==> src/tsio_pkg.sv <==
package tsio_pkg;
  localparam int TSIO_DATA_W = 32;
  localparam int TSIO_PORT_N = 5;
  localparam int TSIO_INB_N = 4;
  localparam int TSIO_MODE_W = 3;
  // byte addresses on the register bus
  localparam logic [11:0] TSIO_OFF_DIR = 12'h000;
  localparam logic [11:0] TSIO_OFF_DATA = 12'h004;
  localparam logic [11:0] TSIO_OFF_INB = 12'h008;
  localparam logic [11:0] TSIO_OFF_TMRAB = 12'h00c;
  localparam logic [11:0] TSIO_OFF_TMRCD = 12'h010;
  localparam logic [11:0] TSIO_OFF_ANSEL = 12'h014;
  localparam logic [4:0] TSIO_DIR_RST = 5'h00;
  localparam logic [4:0] TSIO_DATA_RST = 5'h00;
  localparam logic [2:0] TSIO_MODE_RST = 3'h0;
  localparam logic [3:0] TSIO_ANSEL_RST = 4'h0;
  // field layout of the timer mode registers: low and high channel
  localparam int TSIO_MODE_LO = 0;
  localparam int TSIO_MODE_HI = 4;
  localparam int TSIO_MODE_TOP = 2;
endpackage

==> src/tsio_port.sv <==
`timescale 1ns/10ps
// Functional notes
// - direction bit 1 drives pin, 0 leaves it input
// - output latch bits 4..0 drive pins set as outputs
// - data read returns latch where direction bit is 1
// - data read returns pin level where direction bit is 0
// - pin 4 timer output for channel d codes 001 and 01x
// - pin 3 timer output for channel c codes 001 and 01x
// - pin 2 timer output for channel b codes 001 and 01x
// - pin 1 timer output for channel a codes 001 and 01x
// - pin 0 always feeds timer clock; direction bit 0 only
// - input-only port reads four pin levels, read-only
// - analog-selected input-only pins read as zero
// - timer claim overrides port direction and data
module tsio_port
  import tsio_pkg::*;
(
  input wire logic clk,
  input wire logic rst_b,
  input wire logic psel,
  input wire logic penable,
  input wire logic pwrite,
  input wire logic [11:0] paddr,
  input wire logic [31:0] pwdata,
  output logic [31:0] prdata,
  output logic pready,
  output logic pslverr,
  input wire logic [4:0] pinIn,
  output logic [4:0] pinOut,
  output logic [4:0] pinOe,
  input wire logic [3:0] timerOut,
  output logic [3:0] timerChanIn,
  output logic timerClkIn,
  input wire logic [3:0] inbPinIn
);
  typedef struct packed {
    logic [4:0] dirReg;
    logic [4:0] dataReg;
    logic [2:0] modeA;
    logic [2:0] modeB;
    logic [2:0] modeC;
    logic [2:0] modeD;
    logic [3:0] anSel;
    logic [31:0] rdata;
    logic [4:0] pinOut;
    logic [4:0] pinOe;
    logic [3:0] chanIn;
    logic clkIn;
    logic ready;
  } tsio_state_t;

  tsio_state_t st_reg;
  tsio_state_t st_next;
  logic wrEn;
  logic rdEn;
  logic [5:0] hit;
  logic [3:0] muxOe;
  logic [3:0] muxOut;
  logic [3:0] owns;
  logic [11:0] modes;

  tsio_apb_slave u_apb (
    .psel(psel),
    .penable(penable),
    .pwrite(pwrite),
    .paddr(paddr),
    .wrEn(wrEn),
    .rdEn(rdEn),
    .hit(hit)
  );

  assign modes = {st_reg.modeD, st_reg.modeC, st_reg.modeB, st_reg.modeA};

  genvar g;
  generate
    for (g = 0; g < 4; g++) begin : g_ch
      tsio_pin_mux u_mux (
        .modeField(modes[g*3 +: 3]),
        .dirBit(st_reg.dirReg[g+1]),
        .dataBit(st_reg.dataReg[g+1]),
        .timerOut(timerOut[g]),
        .pinOe(muxOe[g]),
        .pinOut(muxOut[g]),
        .timerOwns(owns[g])
      );
    end
  endgenerate

  always_comb begin
    st_next = st_reg;
    // pslverr path: unmapped reads answer zero, no error
    if (wrEn) begin
      if (hit[0]) begin
        st_next.dirReg = pwdata[TSIO_PORT_N-1:0];
      end
      if (hit[1]) begin
        st_next.dataReg = pwdata[TSIO_PORT_N-1:0];
      end
      if (hit[3]) begin
        st_next.modeA = pwdata[TSIO_MODE_LO +: TSIO_MODE_W];
        st_next.modeB = pwdata[TSIO_MODE_HI +: TSIO_MODE_W];
      end
      if (hit[4]) begin
        st_next.modeC = pwdata[TSIO_MODE_LO +: TSIO_MODE_W];
        st_next.modeD = pwdata[TSIO_MODE_HI +: TSIO_MODE_W];
      end
      if (hit[5]) begin
        st_next.anSel = pwdata[TSIO_INB_N-1:0];
      end
    end
    if (rdEn) begin
      st_next.rdata = '0;
      // direction register is write-only, reads zero
      if (hit[1]) begin
        st_next.rdata[TSIO_PORT_N-1:0] =
          (st_reg.dirReg & st_reg.dataReg) | (~st_reg.dirReg & pinIn);
      end
      if (hit[2]) begin
        st_next.rdata[TSIO_INB_N-1:0] = inbPinIn & ~st_reg.anSel;
      end
      if (hit[3]) begin
        st_next.rdata[TSIO_MODE_LO +: TSIO_MODE_W] = st_reg.modeA;
        st_next.rdata[TSIO_MODE_HI +: TSIO_MODE_W] = st_reg.modeB;
      end
      if (hit[4]) begin
        st_next.rdata[TSIO_MODE_LO +: TSIO_MODE_W] = st_reg.modeC;
        st_next.rdata[TSIO_MODE_HI +: TSIO_MODE_W] = st_reg.modeD;
      end
      if (hit[5]) begin
        st_next.rdata[TSIO_INB_N-1:0] = st_reg.anSel;
      end
    end
    st_next.pinOe[0] = st_reg.dirReg[0];
    st_next.pinOut[0] = st_reg.dirReg[0] & st_reg.dataReg[0];
    st_next.pinOe[4:1] = muxOe;
    st_next.pinOut[4:1] = muxOut & muxOe;
    // timer inputs always follow pins, even when driving
    st_next.chanIn = pinIn[4:1];
    st_next.clkIn = pinIn[0];
    // zero-wait slave: ready from first edge after reset
    st_next.ready = 1'b1;
  end

  always_ff @(posedge clk or negedge rst_b) begin
    if (!rst_b) begin
      st_reg <= '0;
      st_reg.dirReg <= TSIO_DIR_RST;
      st_reg.dataReg <= TSIO_DATA_RST;
      st_reg.anSel <= TSIO_ANSEL_RST;
    end else begin
      st_reg <= st_next;
    end
  end

  assign prdata = st_reg.rdata;
  assign pready = st_reg.ready;
  assign pslverr = 1'b0;
  assign pinOut = st_reg.pinOut;
  assign pinOe = st_reg.pinOe;
  assign timerChanIn = st_reg.chanIn;
  assign timerClkIn = st_reg.clkIn;
endmodule

==> src/tsio_pin_mux.sv <==
`timescale 1ns/10ps
module tsio_pin_mux
  import tsio_pkg::*;
(
  input wire logic [2:0] modeField,
  input wire logic dirBit,
  input wire logic dataBit,
  input wire logic timerOut,
  output logic pinOe,
  output logic pinOut,
  output logic timerOwns
);
  // timer output for codes 001 and 01x, top bit clear
  always_comb begin
    timerOwns = !modeField[TSIO_MODE_TOP] && (modeField != TSIO_MODE_RST);
    pinOe = timerOwns ? 1'b1 : dirBit;
    pinOut = timerOwns ? timerOut : dataBit;
  end
endmodule

==> src/tsio_apb_slave.sv <==
`timescale 1ns/10ps
module tsio_apb_slave
  import tsio_pkg::*;
(
  input wire logic psel,
  input wire logic penable,
  input wire logic pwrite,
  input wire logic [11:0] paddr,
  output logic wrEn,
  output logic rdEn,
  output logic [5:0] hit
);
  localparam logic [11:0] OFFS [6] = '{TSIO_OFF_DIR, TSIO_OFF_DATA,
    TSIO_OFF_INB, TSIO_OFF_TMRAB, TSIO_OFF_TMRCD, TSIO_OFF_ANSEL};
  // writes in access phase, reads in setup phase; zero wait states
  always_comb begin
    wrEn = psel && penable && pwrite;
    rdEn = psel && !penable && !pwrite;
    for (int i = 0; i < 6; i++) begin
      hit[i] = (paddr == OFFS[i]);
    end
  end
endmodule

==> config.mk <==
export PLATFORM = sky130hd
export DESIGN_NAME = tsio_port
export DESIGN_NICKNAME = d
export VERILOG_FILES = /design/src/tsio_pkg.sv /design/src/tsio_port.sv /design/src/tsio_pin_mux.sv /design/src/tsio_apb_slave.sv
export SDC_FILE = /design/constraint.sdc
export NUM_CORES = 1
export LEC_CHECK = 0
export CORE_UTILIZATION = 46
export CTS_BUF_LIST = sky130_fd_sc_hd__clkbuf_4
export CTS_CLUSTER_DIAMETER = 30
export CTS_CLUSTER_SIZE = 40
export DETAILED_ROUTE_END_ITERATION = 7
export DONT_BUFFER_PORTS = 1
export GPL_ROUTABILITY_DRIVEN = 0
export PLACE_DENSITY = 0.66
export SETUP_SLACK_MARGIN = 0.05
export SLEW_MARGIN = 5
export SYNTH_ARGS = -nofsm -noshare
export SYNTH_HDL_FRONTEND = slang
export SYNTH_SLANG_ARGS = --single-unit
==> constraint.sdc <==
create_clock -name clk -period 1.3 [get_ports clk]
set_input_delay 0.13 -clock clk [delete_from_list [all_inputs] [get_ports clk]]
set_output_delay 0.13 -clock clk [all_outputs]
set_load 0.005 [all_outputs]
### Word level (Yosys, flattened, before mapping)

Cells that the tools add are included.

* input bits: 62
* flip-flop bits (word level): 49
* logic and storage cells: 65

* equal/unequal tests: 5
* bitwise logic cells: 8
* reduce and logical (&&, ||, !) cells: 24
* muxes and demuxes: 15

Operator list (number)
* equality test 12 x 4 -> 1 bit (second input constant): 2
* equality test 12 x 5 -> 1 bit (second input constant): 2
* equality test 12 x 3 -> 1 bit (second input constant): 1
* zero test 12 bit: 1
* 2-to-1 mux 3 bit: 4
* nonzero test 3 bit: 4
* AND 5 bit: 2
* AND reduction 2 bit: 5
* AND 4 bit: 2
* logical AND 1 bit: 8
* 2-to-1 mux 1 bit: 8
* 2-to-1 mux 4 bit: 2
* zero test 1 bit: 6
* 2-to-1 mux 5 bit: 1
* NOT 5 bit: 1
* OR 5 bit: 1
* NOT 4 bit: 1
* AND 1 bit: 1

### Depth between registers and ports, before layout

Gate-level depths: netlist of the first run.

* depth after elaboration: 8
* mapped depth: 5
* gate-level depth less buffers: 4

### Cells and area by module

Synthesis of the first run repeated with hierarchy kept, for this count alone.

* cell total of the unflattened synthesis: 223
* area, all modules: 2577.5 um^2

Modules (own cells, without submodules)
* tsio_port: sequential area each 1226.2 um^2, area each 2279.7 um^2, cells an instance 189, times used 1
* tsio_pin_mux: sequential area each 0.0 um^2, area each 43.8 um^2, cells an instance 4, times used 4
* tsio_apb_slave: sequential area each 0.0 um^2, area each 122.6 um^2, cells an instance 18, times used 1

### Worst setup path after synthesis of the first run

No wires, ideal clock.

* path kind: in2reg
* start: in paddr[11]
* end: reg st_reg (netlist bit st_next[6])
* setup slack: -264 ps
* data arrival time: 1438 ps
* stages: 5
* path buffers: 1
* required time: 1175 ps
* cells stage by stage: nor4_4 nand4_2 or4_1 buf_2 mux2_4

* word-level cells in the longest chain between the ends: 2

Ends and longest elaborated chain
* start: declaration: RTL line tsio_port.sv:23 `input wire logic [11:0] paddr,`
* zero test 12 bit: RTL line tsio_apb_slave.sv:20 `hit[i] = (paddr == OFFS[i]);`
* AND reduction 2 bit (no source line)
* end signal: assignment: RTL line tsio_port.sv:151 `st_reg <= st_next;`
* end: declaration: RTL line tsio_port.sv:52 `tsio_state_t st_reg;`

No other way between the ends.
A chain may end at the register's enable or synchronous reset.

### Worst setup path in the final report of the first run

* start: reg st_reg[71] (netlist bit)
* end: reg st_reg (netlist bit prdata[2])

* word-level cells in the longest chain between the ends: 8
* elaborated cells between the ends (all ways): 9
* those cells by class: mux: 5; bitwise: 4

Ends and longest elaborated chain
* NOT 5 bit: RTL line tsio_port.sv:116 `(st_reg.dirReg & st_reg.dataReg) | (~st_reg.dirReg & pinIn);`
* AND 5 bit: RTL line tsio_port.sv:116
* OR 5 bit (*): RTL line tsio_port.sv:116
* 2-to-1 mux 5 bit (*): RTL line tsio_port.sv:114 `if (hit[1]) begin`
* 2-to-1 mux 4 bit (*): RTL line tsio_port.sv:118 `if (hit[2]) begin`
* 2-to-1 mux 3 bit (*): RTL line tsio_port.sv:121 `if (hit[3]) begin`
* 2-to-1 mux 3 bit (*): RTL line tsio_port.sv:125 `if (hit[4]) begin`
* 2-to-1 mux 4 bit (*): RTL line tsio_port.sv:129 `if (hit[5]) begin`

Every way passes the cells marked *; elsewhere a longest branch is shown, timed or not.

==> results of run 1 <==
cells in the mapped netlist, types with 4 or more instances:
cell type,count,area (sq um)
nor2_1,5,18.8
mux2_2,18,203
nand2b_1,7,43.8
inv_1,6,22.5
dfrtp_1,49,1230
buf_4,47,353
o21bai_1,4,30.0
o21ai_0,5,25.0
nor2b_1,4,25.0
mux2_4,10,150
mux2i_1,5,50.1
nand2_1,11,41.3
power by group:
part / switching [mW] / internal (mW) / leakage (nW)
Combinational: 0.107 / 0.0960 / 0.730
Sequential: 0.00552 / 1.54 / 0.671
Clock: 0.478 / 0.228 / 0.0354
Total: 0.591 / 1.86 / 1.44
per-layer routing:
| layer | vias up | routed length [um] | GRT usage, % | share of wire [%] |
|---|---|---|---|---|
| met5 | - | 0 | 0 | 0 |
| met4 | 0 | 106 | 6.35 | 2.2 |
| met3 | 8 | 282 | 4.58 | 5.8 |
| met2 | 65 | 2310 | 28.6 | 47 |
| met1 | 775 | 2190 | 23.7 | 45 |
| li1 | 736 | - | - | - |
worst max-delay path, delay by kind of cell, from the launching register on:
kind                   cells  cell delay [ns]
AO/OA/AOI/OAI              3             0.44
flip-flops                 1             0.40
AND/OR/NAND/NOR            1             0.17
buffers and inverters      1             0.15
metrics by stage:
stage / setup TNS, ns / setup WS [ns] / hold slack [ns]
floorplan: -4.53 / -0.249 / -0.166
global placement: -6.32 / -0.297 / -0.165
detailed placement: -6.79 / -0.313 / -0.165
CTS: 0 / 0.0297 / -0.0893
global route: -0.00330 / -0.00330 / -0.0926
finish: 0 / 0.0456 / -0.0687
path summary, 6_finish.rpt:
kind	slack (ns)	cells after the start	endpoint
max	0.05	5	prdata[2]$_DFFE_PN0P_
min	-0.07	2	prdata[2]$_DFFE_PN0P_
max reg2reg	0.05	5	prdata[2]$_DFFE_PN0P_
min reg2reg	0.50	1	pinOe[0]$_DFF_PN0_
max in group asynchronous	0.84	2	modes[11]$_DFFE_PN0P_
min in group asynchronous	0.25	2	st_reg[72]$_DFFE_PN0P_
cell families (layout without fill, tap and decap cells):
| group | Yosys count | count (layout) |
|---|---|---|
| and+or+nand+nor | 47 | 47 |
| DFF | 49 | 49 |
| buffers and inverters | 59 | 63 |
| AOI/OAI and AO/OA | 27 | 27 |
| muxes | 33 | 33 |
| other | 2 | 27 |
layout make-up:
class | instances | share of cell area, %
Tap cell | 70 | 3.00
Clock inverter | 2 | 0.343
Clock buffer | 6 | 1.54
Sequential cell | 49 | 42.0
Timing Repair Buffer | 49 | 15.0
Multi-Input combinational cell | 134 | 37.3
Inverter | 6 | 0.772
timing repair:
action / 4_1_cts / 5_1_grt
setup buffers: 2 / 3
pin swaps: 2 / 4
endpoints found under the hold margin: 86 / 2
endpoints found under the setup margin: 3 / 18
resized for setup: 13 / 10
==> impl_metrics.py, run 1 <==
metrics = {
    "cts": {
        "ctsHoldBuffers": 18,
        "cts_root_buffer": "clkbuf_4",
        "h-tree-depth": 2,
        "clkLatencyLatePin_ns": 0.37,
        "clock-sinks": 49,
        "cts_buffer_depth": 2,
        "cts_buffers": 5,
        "cts_tree": "yes",
        "clkTransAtPathRegs_ns": 0.13,
    },
    "placement": {
        "dp_hpwl_mm": 3.39,
        "placed_area_sq_mm": 0.00252,
        "portBuffers": 0,
        "dp_cells": 286,
    },
    "detailed_routing": {
        "drt-total-wl_mm": 4.89,
        "vias": 1584,
        "viasPerCell": 5.01,
        "ant_nets": 0,
        "first_pass_iters": 4,
        "first_iter_violations": 70,
        "drc": 0,
        "wl_per_cell_um": 15.5,
    },
    "min_path": {
        "hold_path.startpoint": "paddr[4]",
        "hp-class": "input port to register",
    },
    "critical_path": {
        "crit_required_ns": 1.57,
        "crit_path_end_kind": "register",
        "worstSetupPathType": "register to register",
        "worstPathMaxFanout": 2,
        "startpoint": "st_reg[71]$_DFFE_PN0P_",
        "cp-start-kind": "register",
        "cp_slowest_cell": "dfrtp_1",
        "r2r-start": "st_reg[71]$_DFFE_PN0P_",
        "crit_arrival_ns": 1.52,
        "path_cells": "and2_4, o311ai_4, buf_6, a21oi_2, a2bb2oi_2",
        "max_stage_delay_ns": 0.40,
    },
    "pwr": {
        "leakagePower_nw": 1.44,
        "finalPower_mw": 2.45,
        "ir_drop_mv": 0.508,
        "powerDensity_mw_per_mm2": 840,
    },
    "floorplanning": {
        "fp.dieH_um": 75.9,
        "rows": 26,
        "initial_core_util_pct": 48.6,
        "core_area_sq_mm": 0.00517,
        "fp.dieW_um": 75.9,
        "ios": 111,
        "dieArea_sq_mm": 0.00576,
    },
    "final_layout": {
        "regArea_sq_mm": 0.00123,
        "largest_reg_flops": 13,
        "area_growth_pct": 16.0,
        "drive_above_1_share_pct": 34.1,
        "final_common_cell": "dfrtp_1",
        "fin_cells": 316,
        "final_cell_mix": "dfrtp_1, buf_4, conb_1, mux2_2, dlygate4sd3_1",
        "fin_util_pct": 56.4,
        "antenna_cells": 0,
        "multi_input_area_sq_mm": 0.00109,
        "fill_cells": 449,
        "fin_area_sq_mm": 0.00292,
        "layout.nets": 307,
    },
    "sta": {
        "hold_viol": 2,
        "fin_skew_ns": 0.00652,
        "rsz0062_at_grt": "yes",
        "hold_ws_ns": -0.0687,
        "max_freq_mhz": 797,
        "setup_viol": 0,
        "slew_viol_final": 0,
        "post-route-min-period_ns": 1.25,
        "min_period_over_period_pct": 96.5,
    },
    "logic_synthesis": {
        "synth_mux_area_share_pct": 16.0,
        "synth_top_family_by_area": "multiplexers",
        "yosys.area_share.simple_pct": 11.1,
        "synth_area_per_cell_sq_um": 11.6,
        "synth_compound_gate_area_share_pct": 7.77,
        "yosys_most_used_dff": "dfrtp_1",
        "synth_xor_area_share_pct": 0,
        "ys_ff_latch": 49,
        "yosys_warnings": 0,
        "synthCells": 217,
        "syn-cell-area_sq_mm": 0.00251,
        "yosysUniqueCellTypes": 38,
        "ys_seq_area_share_pct": 48.8,
        "ys_async_sr_fraction_pct": 100,
        "synth-edff-count": 0,
        "synth_fa_ha_area_share_pct": 0,
    },
    "run_status": {
        "violations": "hold timing",
        "status": "finished with violations",
    },
    "global_route": {
        "grt_max_degree": 50,
        "grt_pass1_vias": 1573,
        "grt_first_pass_wirelength_mm": 8.05,
        "grt-ovfl-total": 0,
        "grt_util_all_layers_pct": 18.0,
        "grt_antenna_before_repair": 0,
    },
    "flow_run": {
        "cap_viol_max_count": 0,
    },
}
(Power assumes the default switching activity.)
==> inputs of run 2 (changes only) <==
--- a/config.mk
+++ b/config.mk
@@ -5,14 +5,14 @@
 export SDC_FILE = /design/constraint.sdc
 export NUM_CORES = 1
 export LEC_CHECK = 0
-export CORE_UTILIZATION = 46
-export CTS_BUF_LIST = sky130_fd_sc_hd__clkbuf_4
+export CORE_UTILIZATION = 65
+export CTS_BUF_LIST = sky130_fd_sc_hd__clkbuf_2 sky130_fd_sc_hd__clkbuf_4 sky130_fd_sc_hd__clkbuf_8
 export CTS_CLUSTER_DIAMETER = 30
 export CTS_CLUSTER_SIZE = 40
 export DETAILED_ROUTE_END_ITERATION = 7
 export DONT_BUFFER_PORTS = 1
 export GPL_ROUTABILITY_DRIVEN = 0
-export PLACE_DENSITY = 0.66
+export PLACE_DENSITY = 0.86
 export SETUP_SLACK_MARGIN = 0.05
 export SLEW_MARGIN = 5
 export SYNTH_ARGS = -nofsm -noshare
==> constraint.sdc (replaced) <==
create_clock -name clk -period 1.3 [get_ports clk]
set_input_delay 0.13 -clock clk [delete_from_list [all_inputs] [get_ports clk]]
set_output_delay 0.13 -clock clk [all_outputs]
set_load 0.1 [all_outputs]
==> impl_metrics.py, run 2 (synthesis results as in run 1) <==
metrics = {
    "pwr": {
        "p_clk_share_pct": 35.0,
        "combPwrFrac_pct": 17.3,
        "seqPwrFrac_pct": 47.7,
        "p_sw_mw": 0.974,
        "sw_frac_of_total_pct": 30.2,
        "powerDensity_mw_per_mm2": 1100,
        "leakagePower_nw": 1.47,
        "p_int_mw": 2.25,
        "ir_drop_mv": 0.793,
    },
    "global_route": {
        "grt-ovfl-total": 0,
        "grt_util_all_layers_pct": 26.5,
        "grt_pass1_vias": 1657,
        "grt_first_pass_wirelength_mm": 7.96,
        "grt_max_degree": 50,
        "grt_antenna_before_repair": 0,
    },
    "floorplanning": {
        "fp.dieH_um": 64.2,
        "dieArea_sq_mm": 0.00412,
        "fp.dieW_um": 64.2,
        "ios": 111,
        "rows": 22,
        "core_area_sq_mm": 0.00369,
        "initial_core_util_pct": 68.1,
    },
    "critical_path": {
        "startpoint": "paddr[11]",
        "cp_slowest_cell": "or4_4",
        "critPathBufInv": 0,
        "cp_top_family": "simple AND/OR/NAND/NOR gates",
        "r2r-start": "st_reg[71]$_DFFE_PN0P_",
        "crit_required_ns": 1.50,
        "cp-start-kind": "input port",
        "crit_path_end_kind": "register",
        "path_cells": "nor4_4, nand4_4, or4_4, mux2_4",
        "max_stage_delay_ns": 0.53,
        "worstSetupPathType": "input port to register",
        "worstPathMaxFanout": 5,
        "crit_arrival_ns": 1.51,
    },
    "detailed_routing": {
        "first_iter_violations": 99,
        "viasPerCell": 5.63,
        "vias": 1678,
        "drc": 0,
        "drt-total-wl_mm": 5.32,
        "wl_per_cell_um": 17.9,
        "ant_nets": 0,
        "first_pass_iters": 4,
    },
    "sta": {
        "post-route-min-period_ns": 1.31,
        "hold_viol": 49,
        "min_period_over_period_pct": 101,
        "hold_ws_ns": -0.492,
        "setup_slack_ns": -0.0138,
        "fin_skew_ns": 0.00791,
        "slew_viol_final": 0,
        "rsz0062_at_grt": "yes",
        "setup_viol": 6,
        "timing.setup.tns_ns": -0.0501,
        "max_freq_mhz": 761,
    },
    "flow_run": {
        "cap_viol_max_count": 0,
    },
    "run_status": {
        "status": "finished with violations",
        "violations": "hold timing, setup timing",
    },
    "cts": {
        "ctsHoldBuffers": 16,
        "cts_root_buffer": "clkbuf_8",
        "cts_buffer_depth": 2,
        "clkLatencyLatePin_ns": 0.30,
        "clock-sinks": 49,
        "cts_buffers": 5,
        "clkTransAtPathRegs_ns": 0.09,
        "cts_tree": "yes",
        "h-tree-depth": 2,
    },
    "final_layout": {
        "fin_cells": 298,
        "area_growth_pct": 16.7,
        "layout.nets": 311,
        "fin_area_sq_mm": 0.00293,
        "drive_above_1_share_pct": 35.2,
        "largest_reg_flops": 13,
        "final_common_cell": "dfrtp_1",
        "final_cell_mix": "dfrtp_1, buf_4, conb_1, mux2_2, dlygate4sd3_1",
        "antenna_cells": 0,
    },
    "placement": {
        "dp_hpwl_mm": 3.52,
        "portBuffers": 0,
        "dp_cells": 271,
        "placed_area_sq_mm": 0.00254,
        "pre_cts_ws_ns": -0.469,
    },
    "min_path": {
        "hp-class": "input port to asynchronous set/reset pin",
    },
}
==> run 2: changes by cell type in the layout (fill, tap and decap cells not counted), sizes merged <==
cell / delta
dlygate4sd3: -1
clkinv: -2
buf: +5
bufinv: +1
clkinvlp: +1
==> run 2: power groups by stage <==
| stage | combinational [mW] | clock, mW | sequential, mW |
|---|---|---|---|
| 5_1_grt | 0.571 | 1.20 | 1.54 |
| 3_3_place_gp | 0.484 | 0 | 1.57 |
| 3_5_place_dp | 0.487 | 0 | 1.57 |
| 6_report | 0.558 | 1.13 | 1.54 |
| 4_1_cts | 0.540 | 1.13 | 1.54 |
| 2_1_floorplan | 0.512 | 0 | 1.59 |
==> run 2: final cells by class <==
class / instances / area, sq um
inverters: 6 / 22.5
clock inverters: 2 / 37.5
fillers: 199 / 756
well taps: 48 / 60.1
repair buffers: 53 / 442
clock buffers: 6 / 82.6
multi-input cells: 134 / 1060
flip-flops and latches: 49 / 1230
==> run 2: metrics by stage <==
step,utilization [%],power [mW]
floorplan,-,2.10
global placement,69.0,2.05
detailed placement,69.0,2.06
CTS,77.6,3.21
global route,79.5,3.31
finish,79.5,3.22
==> run 2: worst paths after layout <==
kind	end	slack (ns)	cells after the start
max	st_reg[73]$_DFFE_PN0P_	-0.01	4
max reg2reg	prdata[2]$_DFFE_PN0P_	0.04	4
min reg2reg	prdata[3]$_DFFE_PN0P_	0.48	2
min in group clk	prdata[2]$_DFFE_PN0P_	0	2
min	pinOut[4]$_DFF_PN0_	-0.49	0
max in group asynchronous	modes[5]$_DFFE_PN0P_	1.70	0
==> run 2: metal layers <==
metal / global-route usage [%] / wire length (um)
met3: 8.75 / 510
met1: 32.6 / 2060
met5: 0 / 0
met4: 10.8 / 115
met2: 43.0 / 2640
==> run 2: what timing repair did <==
action	4_1_cts	5_1_grt
pin swaps	1	2
resized for setup	6	12
buffers inserted	2	1
cloned	0	0
endpoints found under the setup margin	15	25
endpoints found under the hold margin	84	49
